--- src/rtl/cbc_pkg.sv ---
// Package for the two-cell balance controller: register map, field layout,
// reset values, timing constants and the carrier structs.
// Assumes a 125 MHz bus clock and 16-bit cell readings in millivolts.
package cbc_pkg;

  // Register byte offsets on the AHB-Lite slave.
  localparam logic [7:0] CBC_OFF_CTRL     = 8'h00;
  localparam logic [7:0] CBC_OFF_START    = 8'h04;
  localparam logic [7:0] CBC_OFF_MIN_IMB  = 8'h08;
  localparam logic [7:0] CBC_OFF_INTERVAL = 8'h0C;
  localparam logic [7:0] CBC_OFF_STEP     = 8'h10;
  localparam logic [7:0] CBC_OFF_STATUS   = 8'h14;
  localparam logic [7:0] CBC_OFF_THR      = 8'h18;
  localparam logic [7:0] CBC_OFF_CELLS    = 8'h1C;

  // Field positions.
  localparam int CBC_CTRL_EN_BIT    = 0;
  localparam int CBC_ST_CHG_BIT     = 0;
  localparam int CBC_ST_BYP_LSB     = 1;
  localparam int CBC_ST_RAISED_BIT  = 3;
  localparam int CBC_ST_ACTIVE_BIT  = 4;

  // Reset values of the writable settings.
  localparam logic        CBC_RST_EN       = 1'b1;
  localparam logic [15:0] CBC_RST_START    = 16'h0F3C;
  localparam logic [15:0] CBC_RST_MIN_IMB  = 16'h0028;
  localparam logic [15:0] CBC_RST_INTERVAL = 16'h0014;
  localparam logic [15:0] CBC_RST_STEP     = 16'h0014;

  // Number of series cells.
  localparam int CBC_CELLS = 2;

  // Interval unit: one millisecond of the 125 MHz clock.
  localparam int CBC_TICK_US     = 1000;
  localparam int CBC_CLK_MHZ     = 125;
  localparam int CBC_TICK_CYCLES = CBC_TICK_US * CBC_CLK_MHZ;

  // Settings that software programs.
  typedef struct packed {
    logic        enable;
    logic [15:0] start_thr;
    logic [15:0] min_imb;
    logic [15:0] interval;
    logic [15:0] step;
  } cbc_cfg_t;

  // State that software reads back.
  typedef struct packed {
    logic        charging;
    logic [1:0]  bypass;
    logic        raised;
    logic        active;
    logic [15:0] thr;
    logic [15:0] cell1;
    logic [15:0] cell2;
  } cbc_stat_t;

  // One set of cell measurements.
  typedef struct packed {
    logic [15:0] cell2;
    logic [15:0] cell1;
  } cbc_meas_t;

  // Balance engine states.
  typedef enum logic [1:0] {
    CBC_S_IDLE = 2'b00,
    CBC_S_REQ  = 2'b01,
    CBC_S_EVAL = 2'b10,
    CBC_S_WAIT = 2'b11
  } cbc_state_t;

endpackage

--- src/rtl/cbc_balance.sv ---
// Top of the two-cell balance controller: AHB-Lite settings, charge
// detection, measurement scheduling, threshold adaption and bypass drive.
// Assumes cell readings and sense voltage come from logic on hclk.
//
// Functional notes
// - While charging, bleed cells above threshold if cell spread exceeds minimum and the threshold is not raised.
// - While balancing, re-measure all cells once per interval and act on them.
// - Raise threshold by step if all cells above or highest exceeds by step.
// - No bypass load is ever enabled unless charging current is detected.
// - Each new charge cycle reloads the active threshold from start setting.
// - The active threshold rises at most once within one balance interval.
// - Each of the two cells has its own independent bypass enable.
// - Bypass is a weak pull-down on the cell's sense input pin.
// - Positive sense voltage means charging; negative means discharging.
//
// The AHB-Lite slave port and the register offsets were decided locally.
`timescale 1ns/1ps
module cbc_balance #(
  parameter int TICK_CYCLES = cbc_pkg::CBC_TICK_CYCLES  // Clock cycles in one interval unit.
) (
  input  wire logic              hclk,                 // Bus and core clock.
  input  wire logic              hresetn,              // Asynchronous reset, active low.
  input  wire logic              hsel,                 // AHB slave select.
  input  wire logic [7:0]        haddr,                // AHB byte address.
  input  wire logic [1:0]        htrans,               // AHB transfer type.
  input  wire logic              hwrite,               // AHB write.
  input  wire logic [2:0]        hsize,                // AHB size.
  input  wire logic [31:0]       hwdata,               // AHB write data.
  input  wire logic              hready,               // AHB ready in.
  output logic      [31:0]       hrdata,               // AHB read data.
  output logic                   hreadyout,            // AHB ready out.
  output logic                   hresp,                // AHB response.
  input  wire logic signed [15:0] sense_volt,          // Sense resistor voltage, high minus low.
  output logic                   meas_req,             // Pulse asking for new cell readings.
  input  wire logic              meas_done,            // Pulse: readings are valid.
  input  wire cbc_pkg::cbc_meas_t meas,                // Cell readings.
  output logic      [1:0]        cell_sense_input_out, // Pull-down level per cell pin.
  output logic      [1:0]        cell_sense_input_oe_n,// Pull-down enable per cell, low drives.
  output logic                   balance_assist_output // High while any cell is bled.
);
  import cbc_pkg::*;

  localparam logic [16:0] TICK_LAST = 17'(TICK_CYCLES - 1);

  cbc_cfg_t    cfg;
  cbc_stat_t   stat;
  cbc_state_t  state_r;
  cbc_state_t  state_nxt;
  logic        chg_r;
  logic        chg_prev_r;
  logic [15:0] thr_r;
  logic [15:0] thr_nxt;
  logic        raised_r;
  logic        raised_nxt;
  logic [1:0]  bal_r;
  logic [1:0]  bal_nxt;
  logic [15:0] cell_r [CBC_CELLS];
  logic [16:0] tick_r;
  logic [15:0] unit_r;
  logic        req_r;

  // Register slave holding the settings.
  cbc_ahb_regs u_regs (
    .hclk      (hclk),
    .hresetn   (hresetn),
    .hsel      (hsel),
    .haddr     (haddr),
    .htrans    (htrans),
    .hwrite    (hwrite),
    .hsize     (hsize),
    .hwdata    (hwdata),
    .hready    (hready),
    .hrdata    (hrdata),
    .hreadyout (hreadyout),
    .hresp     (hresp),
    .cfg       (cfg),
    .stat      (stat)
  );

  // Charge detection and the start of a charge cycle.
  wire chg_now    = (sense_volt > 16'sd0);
  wire chg_start  = chg_r & ~chg_prev_r;
  wire run        = chg_r & cfg.enable;

  // Interval timing: an interval of zero units is treated as one unit.
  wire        tick_end  = (tick_r == TICK_LAST);
  wire [15:0] unit_last = (cfg.interval == 16'h0000) ? 16'h0000 : cfg.interval - 16'h0001;
  wire        intv_end  = tick_end & (unit_r == unit_last);

  // Spread and threshold comparisons on the latest readings.
  wire [15:0] hi_cell   = (cell_r[0] > cell_r[1]) ? cell_r[0] : cell_r[1];
  wire [15:0] lo_cell   = (cell_r[0] > cell_r[1]) ? cell_r[1] : cell_r[0];
  wire [15:0] spread    = hi_cell - lo_cell;
  wire [16:0] thr_plus  = {1'b0, thr_r} + {1'b0, cfg.step};
  wire        all_above = (cell_r[0] > thr_r) & (cell_r[1] > thr_r);
  wire        hi_over   = ({1'b0, hi_cell} >= thr_plus);
  wire        want_raise = (all_above | hi_over) & ~thr_plus[16];
  wire        imbalanced = (spread > cfg.min_imb);

  // Latch the charge polarity and keep last cycle's value for edge finding.
  always_ff @(posedge hclk or negedge hresetn) begin
    if (!hresetn) begin
      chg_r      <= 1'b0;
      chg_prev_r <= 1'b0;
    end else begin
      chg_r      <= chg_now;
      chg_prev_r <= chg_r;
    end
  end

  // Capture each new set of readings.
  always_ff @(posedge hclk or negedge hresetn) begin
    if (!hresetn) begin
      cell_r[0] <= 16'h0000;
      cell_r[1] <= 16'h0000;
    end else if (meas_done && state_r == CBC_S_REQ) begin
      cell_r[0] <= meas.cell1;
      cell_r[1] <= meas.cell2;
    end
  end

  // Interval counter runs only in the waiting state.
  always_ff @(posedge hclk or negedge hresetn) begin
    if (!hresetn) begin
      tick_r <= 17'h0_0000;
      unit_r <= 16'h0000;
    end else if (state_r != CBC_S_WAIT) begin
      tick_r <= 17'h0_0000;
      unit_r <= 16'h0000;
    end else if (tick_end) begin
      tick_r <= 17'h0_0000;
      unit_r <= unit_r + 16'h0001;
    end else begin
      tick_r <= tick_r + 17'h0_0001;
    end
  end

  // Engine: request readings, evaluate once, then wait out the interval.
  always_comb begin
    state_nxt  = state_r;
    thr_nxt    = thr_r;
    raised_nxt = raised_r;
    bal_nxt    = bal_r;
    case (state_r)
      CBC_S_IDLE: begin
        raised_nxt = 1'b0;
        if (run) begin
          state_nxt = CBC_S_REQ;
        end
      end
      CBC_S_REQ: begin
        if (meas_done) begin
          state_nxt = CBC_S_EVAL;
        end
      end
      CBC_S_EVAL: begin
        state_nxt = CBC_S_WAIT;
        if (want_raise && !raised_r) begin
          thr_nxt    = thr_plus[15:0];
          raised_nxt = 1'b1;
          bal_nxt    = 2'b00;
        end else if (imbalanced) begin
          bal_nxt[0] = (cell_r[0] > thr_r);
          bal_nxt[1] = (cell_r[1] > thr_r);
        end else begin
          bal_nxt = 2'b00;
        end
      end
      CBC_S_WAIT: begin
        if (intv_end) begin
          state_nxt  = CBC_S_REQ;
          raised_nxt = 1'b0;
        end
      end
      default: begin
        state_nxt = CBC_S_IDLE;
      end
    endcase
    // Losing charge current or the enable stops balancing at once.
    if (!run) begin
      state_nxt = CBC_S_IDLE;
      bal_nxt   = 2'b00;
    end
    // A new charge cycle starts from the programmed threshold.
    if (chg_start) begin
      thr_nxt    = cfg.start_thr;
      raised_nxt = 1'b0;
    end
  end

  // Engine state flops.
  always_ff @(posedge hclk or negedge hresetn) begin
    if (!hresetn) begin
      state_r  <= CBC_S_IDLE;
      thr_r    <= CBC_RST_START;
      raised_r <= 1'b0;
      bal_r    <= 2'b00;
    end else begin
      state_r  <= state_nxt;
      thr_r    <= thr_nxt;
      raised_r <= raised_nxt;
      bal_r    <= bal_nxt;
    end
  end

  // One-cycle measurement request on entry to the request state.
  always_ff @(posedge hclk or negedge hresetn) begin
    if (!hresetn) begin
      req_r <= 1'b0;
    end else begin
      req_r <= (state_nxt == CBC_S_REQ) & (state_r != CBC_S_REQ);
    end
  end

  assign meas_req = req_r;

  // Pull-down drive per cell pin, also gated by live charge detection.
  genvar gi;
  generate
    for (gi = 0; gi < CBC_CELLS; gi++) begin : g_cell
      assign cell_sense_input_out[gi]  = 1'b0;
      assign cell_sense_input_oe_n[gi] = ~(bal_r[gi] & chg_r);
    end
  endgenerate

  assign balance_assist_output = |(bal_r & {2{chg_r}});

  // Read-back state.
  assign stat.charging = chg_r;
  assign stat.bypass   = bal_r & {2{chg_r}};
  assign stat.raised   = raised_r;
  assign stat.active   = (state_r != CBC_S_IDLE);
  assign stat.thr      = thr_r;
  assign stat.cell1    = cell_r[0];
  assign stat.cell2    = cell_r[1];

endmodule // cbc_balance

--- src/rtl/cbc_ahb_regs.sv ---
// AHB-Lite register slave for the balance controller.
// Assumes a single master; zero wait states, always OKAY.
`timescale 1ns/1ps
module cbc_ahb_regs (
  input  wire logic              hclk,       // Bus clock.
  input  wire logic              hresetn,    // Asynchronous reset, active low.
  input  wire logic              hsel,       // Slave select.
  input  wire logic [7:0]        haddr,      // Byte address.
  input  wire logic [1:0]        htrans,     // Transfer type.
  input  wire logic              hwrite,     // Write when high.
  input  wire logic [2:0]        hsize,      // Transfer size.
  input  wire logic [31:0]       hwdata,     // Write data.
  input  wire logic              hready,     // Bus ready.
  output logic      [31:0]       hrdata,     // Read data.
  output logic                   hreadyout,  // Slave ready.
  output logic                   hresp,      // Response.
  output cbc_pkg::cbc_cfg_t      cfg,        // Programmed settings.
  input  wire cbc_pkg::cbc_stat_t stat       // Engine state.
);
  import cbc_pkg::*;

  logic       wr_pend_r;
  logic [7:0] wr_addr_r;
  logic [31:0] hrdata_r;
  cbc_cfg_t   cfg_r;
  logic [31:0] rd_mux;
  logic [31:0] status_word;
  wire        acc_valid = hsel & htrans[1] & hready;
  wire        unused_size = |hsize;

  // Status word built from the engine flags.
  assign status_word = {27'h000_0000, stat.active, stat.raised, stat.bypass, stat.charging};

  // Read selection; unmapped offsets read as zero.
  assign rd_mux = (haddr == CBC_OFF_CTRL)     ? {31'h0000_0000, cfg_r.enable} :
                  (haddr == CBC_OFF_START)    ? {16'h0000, cfg_r.start_thr} :
                  (haddr == CBC_OFF_MIN_IMB)  ? {16'h0000, cfg_r.min_imb} :
                  (haddr == CBC_OFF_INTERVAL) ? {16'h0000, cfg_r.interval} :
                  (haddr == CBC_OFF_STEP)     ? {16'h0000, cfg_r.step} :
                  (haddr == CBC_OFF_STATUS)   ? status_word :
                  (haddr == CBC_OFF_THR)      ? {16'h0000, stat.thr} :
                  (haddr == CBC_OFF_CELLS)    ? {stat.cell2, stat.cell1} : 32'h0000_0000;

  assign hrdata    = hrdata_r;
  assign hreadyout = 1'b1;
  assign hresp     = unused_size & 1'b0;
  assign cfg       = cfg_r;

  // Address phase capture; read data is ready for the data phase.
  always_ff @(posedge hclk or negedge hresetn) begin
    if (!hresetn) begin
      wr_pend_r <= 1'b0;
      wr_addr_r <= 8'h00;
      hrdata_r  <= 32'h0000_0000;
    end else begin
      wr_pend_r <= acc_valid & hwrite;
      wr_addr_r <= haddr;
      if (acc_valid && !hwrite) begin
        hrdata_r <= rd_mux;
      end
    end
  end

  // Data phase writes to the settings.
  always_ff @(posedge hclk or negedge hresetn) begin
    if (!hresetn) begin
      cfg_r.enable    <= CBC_RST_EN;
      cfg_r.start_thr <= CBC_RST_START;
      cfg_r.min_imb   <= CBC_RST_MIN_IMB;
      cfg_r.interval  <= CBC_RST_INTERVAL;
      cfg_r.step      <= CBC_RST_STEP;
    end else if (wr_pend_r) begin
      case (wr_addr_r)
        CBC_OFF_CTRL:     cfg_r.enable    <= hwdata[CBC_CTRL_EN_BIT];
        CBC_OFF_START:    cfg_r.start_thr <= hwdata[15:0];
        CBC_OFF_MIN_IMB:  cfg_r.min_imb   <= hwdata[15:0];
        CBC_OFF_INTERVAL: cfg_r.interval  <= hwdata[15:0];
        CBC_OFF_STEP:     cfg_r.step      <= hwdata[15:0];
        default: ;
      endcase
    end
  end

endmodule // cbc_ahb_regs

--- config.mk ---
export PLATFORM = sky130hd
export DESIGN_NAME = cbc_balance
export DESIGN_NICKNAME = d
export VERILOG_FILES = /design/src/rtl/cbc_pkg.sv /design/src/rtl/cbc_balance.sv /design/src/rtl/cbc_ahb_regs.sv
export SDC_FILE = /design/constraint.sdc
export NUM_CORES = 1
export LEC_CHECK = 0
export BUFFER_PORTS_ARGS = -buffer_cell sky130_fd_sc_hd__clkbuf_2
export CORE_ASPECT_RATIO = 1.5
export CORE_MARGIN = 2
export CORE_UTILIZATION = 40
export CTS_CLUSTER_DIAMETER = 50
export CTS_CLUSTER_SIZE = 20
export DETAILED_ROUTE_END_ITERATION = 10
export GPL_TIMING_DRIVEN = 0
export PLACE_DENSITY = 0.68
export SYNTH_ARGS = -nofsm -noshare
export SYNTH_HDL_FRONTEND = slang
export SYNTH_HIERARCHICAL = 1
export SYNTH_SLANG_ARGS = --single-unit
export TNS_END_PERCENT = 50
--- constraint.sdc ---
create_clock -name hclk -period 9.83 [get_ports hclk]
set_input_delay 0.4915 -clock hclk [delete_from_list [all_inputs] [get_ports hclk]]
set_output_delay 0.4915 -clock hclk [all_outputs]
set_load 0.01 [all_outputs]
# Word-level counts from Yosys, hierarchy flattened
# Cells that the tools add are included.
# Widths: inputs -> output; s select.
# totals
ff_bits	195
input_bits	99
# classes
add_sub_neg	5
order_cmp	6
eq_ne	22
n_mux	30
bitwise	17
n_reduce_logical	22
# op_table
cell	count
$mux 32	8
$mux 16	8
$gt 16x16->1	4
$eq 8x5->1 const B	5
$mux 17	2
$eq 8x4->1 const B	4
$add 16x16->17	1
$add 17x1->17 const B	1
$eq 17x17->1 const B	1
$ge 16x17->1	1
$add 16x1->16 const B	1
$eq 16x16->1	1
$eq 8x3->1 const B	2
$gt 16x1->1 const B	1
$logic_not 16->1	1
$logic_not 8->1	2
$sub 16x1->16 const B	1
$sub 16x16->16	1
$mux 2	7
$reduce_and 2->1	6
$and 1x1->1	11
$pmux 2 s4	1
$reduce_bool 2->1	4
$ne 3x3->1 const B	2
other kinds (15)	26

# Depth between registers and ports, before layout
# Gate-level depths: netlist (run 1).
# logic_depth
depth_word	9
depth_mapped	27

# Cells and area by module
# Netlist (run 1), hierarchy kept.
# modules_own_cells
mod	n_inst	cells_each	area_each_um2
cbc_balance	1	922	7982.7
cbc_ahb_regs	1	365	4863.4

# Least setup slack after synthesis (run 1)
# OpenSTA, ideal clock, no wires.
# synth_timing
path_type	reg2reg
start	register cell_r[5] (netlist name)
end	register bal_r[0]
setup_time_ns	0.122
arrival_time_ns	4.991
slack_ns	4.718
stages_incl_launch_ff	27
path_buffers	1
synth_period_minus_slack_ns	5.112
path_cell_list	dfrtp_1 > inv_1 > ha_1 > a21o_1 > a221oi_1 > o221ai_1 > a211o_1 > buf_2 > a211oi_1 > a21oi_1 > ha_1 > inv_1 > a31oi_1 > o31ai_1 > a211oi_1 > a21o_1 > a21oi_1 > xnor2_1 > ha_1 > a21oi_1 > nor2b_1 > o21ai_0 > nand2b_1 > a2111oi_0 > o41ai_1 > and3_1 > a32o_1
# synth_via
elab_chain_cells	9
elab_cells_between_ends	15
classes_between	add/sub: 1; order compare: 4; mux: 6; bitwise: 3; reduce/logical: 1
# synth_lines
item	line_no	rtl
start: declaration	cbc_balance.sv:57	logic [15:0] cell_r [CBC_CELLS];
branches (longest 6 deep; another with $gt 16x16->1)	-	
$mux 2 (*)	cbc_balance.sv:158	if (want_raise && !raised_r) begin
$mux 2 (*)	cbc_balance.sv:144	case (state_r)
$mux 2 (*)	cbc_balance.sv:180	if (!run) begin
end signal: assignment	cbc_balance.sv:202	bal_r <= bal_nxt;
end: declaration	cbc_balance.sv:55	logic [1:0] bal_r;
# Mark *: on every way between the ends. The select of a mux whose other input is x is not followed.
# A chain may end at the register's enable or synchronous reset.

# Worst setup path after layout (run 1)
# layout_timing
start	register cell_r[11] (netlist name)
end	register thr_r[15]
# layout_via
elab_chain_cells	8
elab_cells_between_ends	10
classes_between	order compare: 3; mux: 1; bitwise: 3; reduce/logical: 3
# layout_lines
item	line_no	rtl
$gt 16x16->1	cbc_balance.sv:91	wire [15:0] hi_cell = (cell_r[0] > cell_r[1]) ? cell_r[0] : cell_r[1];
$mux 16	cbc_balance.sv:91	
$ge 16x17->1	cbc_balance.sv:96	wire hi_over = ({1'b0, hi_cell} >= thr_plus);
$or 1x1->1 (*)	cbc_balance.sv:97	wire want_raise = (all_above | hi_over) & ~thr_plus[16];
$and 1x1->1 (*)	cbc_balance.sv:97	
$logic_and 1x1->1 (*)	cbc_balance.sv:158	
$reduce_bool 2->1 (no line) (*)	-	
$reduce_and 2->1 (no line) (*)	-	
end signal: assignment	cbc_balance.sv:200	thr_r <= thr_nxt;
end: declaration	cbc_balance.sv:51	logic [15:0] thr_r;
# Mark *: on every way between the ends. The rest lies on a longest branch, timed or not.

==> metrics, run 1 <==
reg2reg end thr_r[15]; adder-cell area share of the yosys netlist about 10%; CTS tree done; worst skew pair latency around 460 ps; post-synthesis mux area share between 10% and 20%; clock power share roughly 37%; DRC 0; Max Cap Viol 0; Final ANT Viol Nets 0; Mean Syn Cell Area approximately 10 sq um; CORE AREA between 30000 and 40000 sq um; GRT Util Overall between 20% and 30%; Sw Ratio ~29%; post-synthesis cell count approximately 1300; Post-CTS Resized 0; Core Util, Final 45.9%; Compound-Gate Fraction of Synth Area approximately 16%; Synth cell types 79; footprint of the multi-input gates 7430 sq um; Net Sw Power 0.569 mW; clock skew approximately 11 ps; Initial DRC Count approximately 540; #FFs+latches synth slightly below 200; relative slew slack about 2.7%; Die Area about 34000 sq um; Routed WL per cell between 20 and 25 microns; Filler Cell Count around 3000; Worst R2R Path Depth 25; worst-path maximum fanout 10; Port Buf Inserts 114; Reg2Reg Launch Point cell_r[11]; # diodes 0; Hold Path Class input port to async pin; yosys warns 6; power density cells 133 nW/um^2; Total Wirelength ~38000 microns; crit path to thr_r[15]; first-pass GRT wire length a little under 60000 microns; setup TNS 0 ps; Slew @ Worst Pin approximately 1400 ps; post-synthesis simple-gate area fraction between 10 and 15%; Initial Utilization 40.5%; fin crit period just under 7000 ps; worst path required time between 10000 and 15000 ps; CTS sink count between 150 and 200; drt first pass iters 6; main combinational cell family by area after synthesis compound AO/OA/AOI/OAI gates; asr flop ratio synth between 90% and 100%; CTS Buf Count 17; post-CTS setup buffer count 0; vias in the first global route about 11000; CP most frequent cell clkbuf_1; Crit. Startpoint cell_r[11]; gr ovfl total 0; H-tree depth 4; cts hold-fix bufs 0; CP Data Arrival Time slightly above 7000 ps; Logic pwr share ~18%; fin worst setup slack just under 3000 ps; Sequential cell area roughly 4900 sq um; Die H roughly 220 microns; RSZ-0062 raised after global routing false; status finished, final reports clean; Pleak roughly 6.5 nW; largest net degree at the start of global routing slightly above 100; reg-to-reg slack, setup 2960 ps; Hold Violations, Final 0; antenna violations before repair 0; vias per std cell between 5 and 6; CTS root buf clkbuf_16; Fmax about 150 MHz; Post-Syn Area about 13000 sq um; layout cells sized above 1 around 22%; Flop pwr share ~44%; # rows 80; Vias 10500; slowest stage delay, CP approximately 500 ps; Worst-path clk slew about 80 ps; Crit. End Element register; final setup fails 0; Critical Path Source Type register; io pins 139; Horiz. Die Dim between 150 and 200 microns; Tcrit/Tclk final between 60% and 70%; GP Congestion approximately 0.96; # nets final roughly 1600; XOR/XNOR share of the synthesized area 4.57%; DP Worst Slack between 3000 and 4000 ps; ys flop type dfrtp_1; Pint roughly 1.4 mW; placed cell areas between 10000 and 15000 sq um; post-route cell area 14600 sq um; Clock Tree Buf Depth 2; slowest stage cell, crit path clkbuf_1; register area share after synthesis a little under two fifths; number of synthesized flops with an enable pin 0; Slew Limit Fails 0; hpwl dp 30400 microns; maximum VDD drop between 100 and 150 uV; Area Growth Syn to Fin 13.3%; crit path kind register to register
Yosys cell counts (15+ instances only):
library cell,count,share of area (%)
xor2_1,41,2.8
xnor2_1,26,1.8
o21ai_0,61,2.4
nand4_1,27,1.3
clkbuf_1,37,1.1
nand2_1,90,2.6
nor2_1,91,2.7
nand3_1,28,1.1
nor3_1,36,1.4
ha_1,100,9.7
dfstp_2,23,4.7
mux2_2,106,9.3
inv_1,68,2.0
and3_1,16,0.78
nor2b_1,16,0.78
a21o_1,23,1.3
dfrtp_1,172,34
nand2b_1,15,0.73
o21a_1,21,1.2
a21oi_1,47,1.8
a211oi_1,15,0.88
a22o_1,16,1.1
sequential cells by signal, indices dropped and copies added, names as in the netlist, 2 cells and up:
register / flops
unit_r: 16
state_r: 2
thr_r: 16
bal_r: 2
cell_r: 32
u_regs/cfg: 65
u_regs/hrdata: 32
tick_r: 17
u_regs/wr_addr_r: 8
cells in the final DEF, fill, tap and decap left out, types with 9 or more instances in the layout:
| master | synthesis | layout |
|---|---|---|
| a211oi_1 | 15 | 15 |
| a21o_1 | 23 | 23 |
| a21oi_1 | 47 | 47 |
| a22o_1 | 16 | 16 |
| a31oi_1 | 12 | 12 |
| and3_1 | 16 | 16 |
| clkbuf_1 | 37 | 41 |
| clkbuf_16 | 0 | 17 |
| clkbuf_2 | 0 | 113 |
| dfrtp_1 | 172 | 172 |
| dfstp_2 | 23 | 23 |
| ha_1 | 100 | 100 |
| inv_1 | 68 | 68 |
| mux2_2 | 106 | 106 |
| mux2i_1 | 13 | 13 |
| mux4_2 | 9 | 9 |
| nand2_1 | 90 | 90 |
| nand2b_1 | 15 | 15 |
| nand3_1 | 28 | 28 |
| nand4_1 | 27 | 27 |
| nor2_1 | 91 | 91 |
| nor2b_1 | 16 | 16 |
| nor3_1 | 36 | 36 |
| o21a_1 | 21 | 21 |
| o21ai_0 | 61 | 61 |
| o22ai_1 | 13 | 13 |
| or3_1 | 13 | 13 |
| xnor2_1 | 26 | 26 |
| xor2_1 | 41 | 41 |
power by group through the flow:
stage	logic (mW)	registers, mW	clock network, mW
after global routing	0.393	0.861	0.762
after detailed placement	0.353	0.873	0
after floorplan	0.226	0.862	0
after global placement	0.345	0.872	0
after CTS	0.355	0.857	0.732
final	0.354	0.858	0.721
per-layer routing:
metal	share of wire, %	track usage (%)	vias to the layer above	wire length [microns]
met5	0	0	-	0
met4	5.2	12.8	0	1980
met3	3.6	3.25	97	1380
met2	54	42.7	300	20400
met1	37	25.3	5135	14100
li1	-	-	5009	-
worst max-delay path, delay by kind of cell (launching register included):
family | cells | cell delay [ps]
mux | 2 | 390
buf+inv | 7 | 2170
flops | 1 | 460
compound gates | 10 | 2040
fa+ha+maj | 2 | 690
simple gates | 4 | 1000
final cells by class:
class | count | area share (%)
Clock inverter | 9 | 0.800
Tap cell | 410 | 3.52
Timing Repair Buffer | 115 | 4.17
Inverter | 68 | 1.75
Clock buffer | 23 | 3.22
Sequential cell | 195 | 33.7
Buffer | 54 | 1.79
Multi-Input combinational cell | 971 | 51.0
worst min-delay path by stage:
stage                 startpoint  slack (ps)             endpoint
6_report                 hresetn         120    u_regs/hrdata[24]
3_3_place_gp   u_regs/hrdata[14]         460    u_regs/hrdata[14]
5_1_grt                 haddr[2]         160  u_regs/wr_addr_r[2]
3_5_place_dp   u_regs/hrdata[10]         480    u_regs/hrdata[10]
4_1_cts                  hresetn         140    u_regs/hrdata[24]
2_1_floorplan            hresetn         200             bal_r[0]
kinds of logic (layout without fill, tap and decap cells):
family                   after synthesis  count (layout)
AND/OR/NAND/NOR                      375             375
multiplexers                         133             133
other                                  3               4
XOR/XNOR                              67              67
AO/OA/AOI/OAI                        291             291
flip-flops                           195             195
buffers and inverters                122             269
adder cells (fa/ha/maj)              101             101
per-stage QoR:
| step | instances | power [mW] | hold WS (ps) |
|---|---|---|---|
| detailed placement | 1813 | 1.23 | 479 |
| CTS | 1845 | 1.94 | 142 |
| floorplan | 1288 | 1.09 | 196 |
| global route | 1845 | 2.02 | 156 |
| global placement | 1812 | 1.22 | 465 |
| finish | 1845 | 1.93 | 125 |
Note: power is estimated with default switching activity, not from simulation.
==> run 2: changes to the inputs <==
Clock period 9.83 ns to 7 ns, I/O delays scaled along.
==> run 2 against run 1 <==
Compared with the run above: the run now ends with hold timing left; via count rose by 0.24%; cell area hardly changed; combinational power increased by 41%; count of clock-buffer cells in the layout unchanged; wire length shrank 0.12%; clock power grew 40%; first-iteration DRC count stayed put; cell count unchanged; sequential power grew 40%; register-to-register slack lost 2600 ps; clock skew barely moved; critical path type unchanged; largest power group unchanged; highest routed layer unchanged.
==> metrics, run 2 (synthesized netlist as in run 1, its figures left out) <==
# diodes 0 (unchanged); slowest stage delay, CP 480 ps (-20 ps); Max Cap Viol 0 (unchanged); CTS sink count 195 (unchanged); Slew @ Worst Pin 1460 ps (+11.1 ps); Critical Path Source Type register; Horiz. Die Dim 150 microns (unchanged); Die H 223 microns (unchanged); cell family with the largest share of critical-path delay compound AO/OA/AOI/OAI gates; commonest non-fill, non-tap cell in the layout dfrtp_1; Port Buf Inserts 114 (unchanged); DRC 0 (unchanged); layout cells sized above 1 22.2% (+0.070 points); worst path required time 7350 ps (-2830 ps); CTS tree done; Initial DRC Count 542 (unchanged); # rows 80 (unchanged); io pins 139 (unchanged); reg-to-reg slack, setup 330 ps (-2630 ps); fin crit period 6670 ps (-205 ps); power density cells 186 nW/um^2 (+40%); Worst-path clk slew 80 ps (about the same); fin cells 1845 (unchanged); Tcrit/Tclk final 95.3% (+25 points); Fmax 150 MHz (+3.1%); vias per std cell 5.73 (+0.24%); CP Data Arrival Time 7020 ps (-210 ps); Clock Tree Buf Depth 2 (unchanged); GRT Util Overall 23.3% (unchanged); Die Area 33600 sq um (unchanged); max reg flops 65 (unchanged); first-pass GRT wire length 59400 microns (unchanged); RSZ-0062 raised after global routing false; worst hold slack -15.8 ps (-141 ps); failing checks hold timing; Total Wirelength 37900 microns (-0.12%); Routed WL per cell 20.5 microns (-0.12%); sum of buffers and inverters on the critical path 7 (unchanged); Worst R2R Path Depth 25 (unchanged); Slew Limit Fails 0 (unchanged); worst skew pair latency 460 ps (about the same); Pleak 6.45 nW (about the same); vias in the first global route 10900 (unchanged); CTS root buf clkbuf_16; Crit. End Element register; Initial Utilization 40.5% (unchanged); # nets final 1622 (unchanged); Final ANT Viol Nets 0 (unchanged); reg2reg end thr_r[15]; CORE AREA 31700 sq um (unchanged); crit path kind register to register; worst-path maximum fanout 10 (unchanged); Hold Violations, Final 32 (+32); post-CTS setup buffer count 0 (unchanged); H-tree depth 4 (unchanged); antenna violations before repair 0 (unchanged); Worst path depth 25 (unchanged); gr ovfl total 0 (unchanged); commonest cells after routing, fill and taps aside 172 x dfrtp_1, 114 x clkbuf_2, 106 x mux2_2; Area Growth Syn to Fin 13.3% (about the same); setup TNS 0 ps (unchanged); CTS Buf Count 17 (unchanged); largest net degree at the start of global routing 101 (unchanged); post-placement cell count 1813 (unchanged); final setup fails 0 (unchanged); clock skew 11.8 ps (+0.474 ps); relative slew slack 1.99% (-0.75 points); slowest stage cell, crit path clkbuf_1; crit path to thr_r[15]; status finished with violations; Reg2Reg Launch Point cell_r[11]; hpwl dp 30400 microns (unchanged); Vias 10600 (+0.24%); Hold Path Class input port to async pin; Crit. Startpoint cell_r[11]; GP Congestion 0.957 (unchanged); drt first pass iters 5 (-1); maximum VDD drop 163 uV (+40%)
-- run 2: cell types whose count changed in the layout (fill, tap and decap cells not counted) --
cell / before / now
clkbuf_1: 41 / 40
clkbuf_2: 113 / 114
-- run 2: how the worst min path moves through the flow --
stage,to,depth (start not counted)
floorplan,bal_r[0],0
global placement,u_regs/hrdata[14],2
detailed placement,u_regs/hrdata[10],2
CTS,u_regs/hrdata[24],1
global route,u_regs/wr_addr_r[2],1
finish,u_regs/hrdata[24],1
-- run 2: repair_timing --
item                                    4_1_cts  5_1_grt
resized for setup                             0        2
hold buffers                                  0        0
endpoints found under the hold margin         0        0
endpoints found under the setup margin        0       11
-- run 2: layout make-up --
cell class / count / area (sq um)
Fill cell: 3004 / 17200
Multi-Input combinational cell: 971 / 7430
Sequential cell: 195 / 4910
Timing Repair Buffer: 115 / 607
Tap cell: 410 / 513
Clock buffer: 23 / 468
Buffer: 54 / 262
Inverter: 68 / 255
Clock inverter: 9 / 116
-- run 2: through the flow --
step	hold WS (ps)	util [%]	power, mW	worst slack, ps	area (sq um)
2_1_floorplan	54.4	-	1.53	1890	12800
3_3_place_gp	465	43.9	1.71	279	13900
3_5_place_dp	479	44.0	1.72	247	14000
4_1_cts	0.213	45.9	2.73	231	14600
5_1_grt	14.0	45.9	2.83	60.6	14600
6_report	-15.8	45.9	2.71	331	14600
-- run 2: power by group --
group	internal [mW]	switching [mW]	leakage [nW]
clock	0.551	0.460	0.284
sequential	1.16	0.0447	2.51
combinational	0.206	0.292	3.66
-- run 2: per-layer routing --
| layer | part of all wire, % | GRT usage, % |
|---|---|---|
| met1 | 37 | 25.3 |
| met2 | 54 | 42.7 |
| met3 | 3.7 | 3.25 |
| met4 | 5.2 | 12.8 |
| met5 | 0 | 0 |
==> run 3: changes to the inputs <==
Settings changed: CORE_ASPECT_RATIO 1.5 to default, CORE_UTILIZATION 40 to 60, CTS_CLUSTER_DIAMETER 50 to 200, PLACE_DENSITY 0.68 to 0.91.
==> run 3 against run 2 <==
Compared with the run above: the flow now finishes without violations; total power decreased by 2.1%; clock power decreased by 7%; flip-flop and latch count unchanged; cell area decreased by 1.2%; critical path depth unchanged; largest cell class unchanged; largest power group unchanged.
==> metrics, run 3 (synthesized netlist as in run 1, its figures left out) <==
crit path to thr_r[15]; Crit. End Element register; Max Cap Viol 0 (unchanged); worst skew pair latency 450 ps (about the same); reg2reg end thr_r[15]; Initial Utilization 61.1% (+21 points); GP Congestion 0.952 (-0.50%); CTS root buf clkbuf_16; Pleak 6.44 nW (-0.17%); Total Wirelength 36600 microns (-3.3%); layout cells sized above 1 22.6% (+0.33 points); crit path kind register to register; Reg2Reg Launch Point cell_r[11]; Routed WL per cell 21.4 microns (+4.3%); status finished, final reports clean; Final ANT Viol Nets 0 (unchanged); commonest non-fill, non-tap cell in the layout dfrtp_1; maximum VDD drop 120 uV (-27%); drt first pass iters 5 (unchanged); GRT Util Overall 32.9% (+9.6 points); io pins 139 (unchanged); Worst R2R Path Depth 25 (unchanged); # diodes 0 (unchanged); worst hold slack 25.9 ps (+41.7 ps); H-tree depth 4 (unchanged); fin crit period 6670 ps (+1.67 ps); antenna violations before repair 0 (unchanged); DRC 0 (unchanged); relative slew slack 22.2% (+20 points); Slew @ Worst Pin 1160 ps (-299 ps); Area Growth Syn to Fin 11.9%; Hold Path Class input port to register; Worst-path clk slew 70 ps (about the same); Tcrit/Tclk final 95.3% (about the same); Vias 11300 (+7.1%); clock skew 13.1 ps (+1.22 ps); Clock Tree Buf Depth 2 (unchanged); CP Data Arrival Time 7000 ps (-20 ps); setup TNS 0 ps (unchanged); Filler Cell Count 1523 (-49%); largest net degree at the start of global routing 111 (+9.9%); reg-to-reg slack, setup 330 ps (about the same); Fmax 150 MHz (about the same); Horiz. Die Dim 150 microns (unchanged); Die Area 22600 sq um (-33%); # rows 53 (-34%); Critical Path Source Type register; Hold Violations, Final 0 (-100%); first-pass GRT wire length 57200 microns (-3.8%); CORE AREA 21000 sq um (-34%); post-CTS setup buffer count 0 (unchanged); CTS tree done; max reg flops 65 (unchanged); CTS Buf Count 17 (unchanged); Initial DRC Count 1196 (+120%); # nets final 1623 (+0.062%); hpwl dp 27800 microns (-8.6%); power density cells 185 nW/um^2 (-0.90%); CTS sink count 195 (unchanged); commonest cells after routing, fill and taps aside 172 x dfrtp_1, 115 x clkbuf_2, 106 x mux2_2; worst-path maximum fanout 10 (unchanged); Die H 150 microns (-33%); gr ovfl total 0 (unchanged); Slew Limit Fails 0 (unchanged); vias per std cell 6.61 (+15%); Port Buf Inserts 114 (unchanged); final setup fails 0 (unchanged); worst path required time 7330 ps (-20 ps); Crit. Startpoint cell_r[11]; vias in the first global route 11000 (+0.86%); RSZ-0062 raised after global routing false
[run 3: cell types whose count changed in the layout (fill, tap and decap cells not counted), sizes merged]
cell / change
clkinv: +2
clkinvlp: +2
bufinv: -2
inv: +2
clkbuf: -4
dlygate4sd3: +1
[run 3: worst min path at each step]
stage                                  from                   to  slack (ps)  cells after the start
after global routing               haddr[2]  u_regs/wr_addr_r[2]          20                      1
after CTS                          haddr[2]  u_regs/wr_addr_r[2]          20                      1
after detailed placement            hresetn            tick_r[0]         450                      1
after floorplan                     hresetn             bal_r[0]          50                      0
after global placement    u_regs/hrdata[12]    u_regs/hrdata[12]         470                      2
final                              haddr[2]  u_regs/wr_addr_r[2]          30                      1
[run 3: area by class of cell]
type / count / area (sq um) / area share, %
repair buffers: 116 / 617 / 4.29
plain buffers: 54 / 263 / 1.83
inverters: 68 / 255 / 1.78
clock buffers: 19 / 433 / 3.01
clock inverters: 13 / 121 / 0.844
multi-input cells: 971 / 7440 / 51.7
well taps: 275 / 344 / 2.39
flip-flops and latches: 195 / 4910 / 34.1
[run 3: worst max-delay path: stages, from the launching register on]
cell,delay (ps)
dfrtp_1,460
inv_1,90
ha_1,290
clkbuf_1,320
and4_1,280
nand2_1,180
a211oi_1,480
a211oi_1,200
nor2_1,250
clkbuf_2,310
clkbuf_2,320
clkbuf_1,430
o21ai_0,210
ha_1,390
o21a_1,140
o21a_1,100
o21ai_0,110
a211oi_1,270
o221ai_1,170
o211a_1,160
a211o_1,310
or3b_1,370
buf_6,160
buf_8,160
mux2i_1,120
mux2_2,270
[run 3: power by group]
group,switching [mW],internal (mW)
Sequential,0.0448,1.16
Clock,0.471,0.469
Combinational,0.302,0.209
Total,0.818,1.84
[run 3: per-stage QoR]
stage               setup WS, ps  cell area, sq um  power [mW]  utilization (%)  cells
finish                       329             14400        2.66             68.4   1711
floorplan                   1890             12800        1.53                -   1288
CTS                          243             14400        2.64             68.3   1711
global placement             601             13800        1.68             65.5   1677
global route                 115             14400        2.76             68.4   1711
detailed placement           501             13800        1.71             65.7   1678
[run 3: layer usage]
metal	up-vias	wire, microns	GRT usage [%]
met4	0	2000	17.5
met2	740	16600	51.0
met3	168	3500	6.48
met5	-	0	0
li1	4999	-	-
met1	5410	14500	43.5
[run 3: what timing repair did]
action,in CTS,in global routing
gates resized for setup,0,5
hold buffers,1,0
endpoints found under the setup margin,0,18
endpoints found under the hold margin,40,0
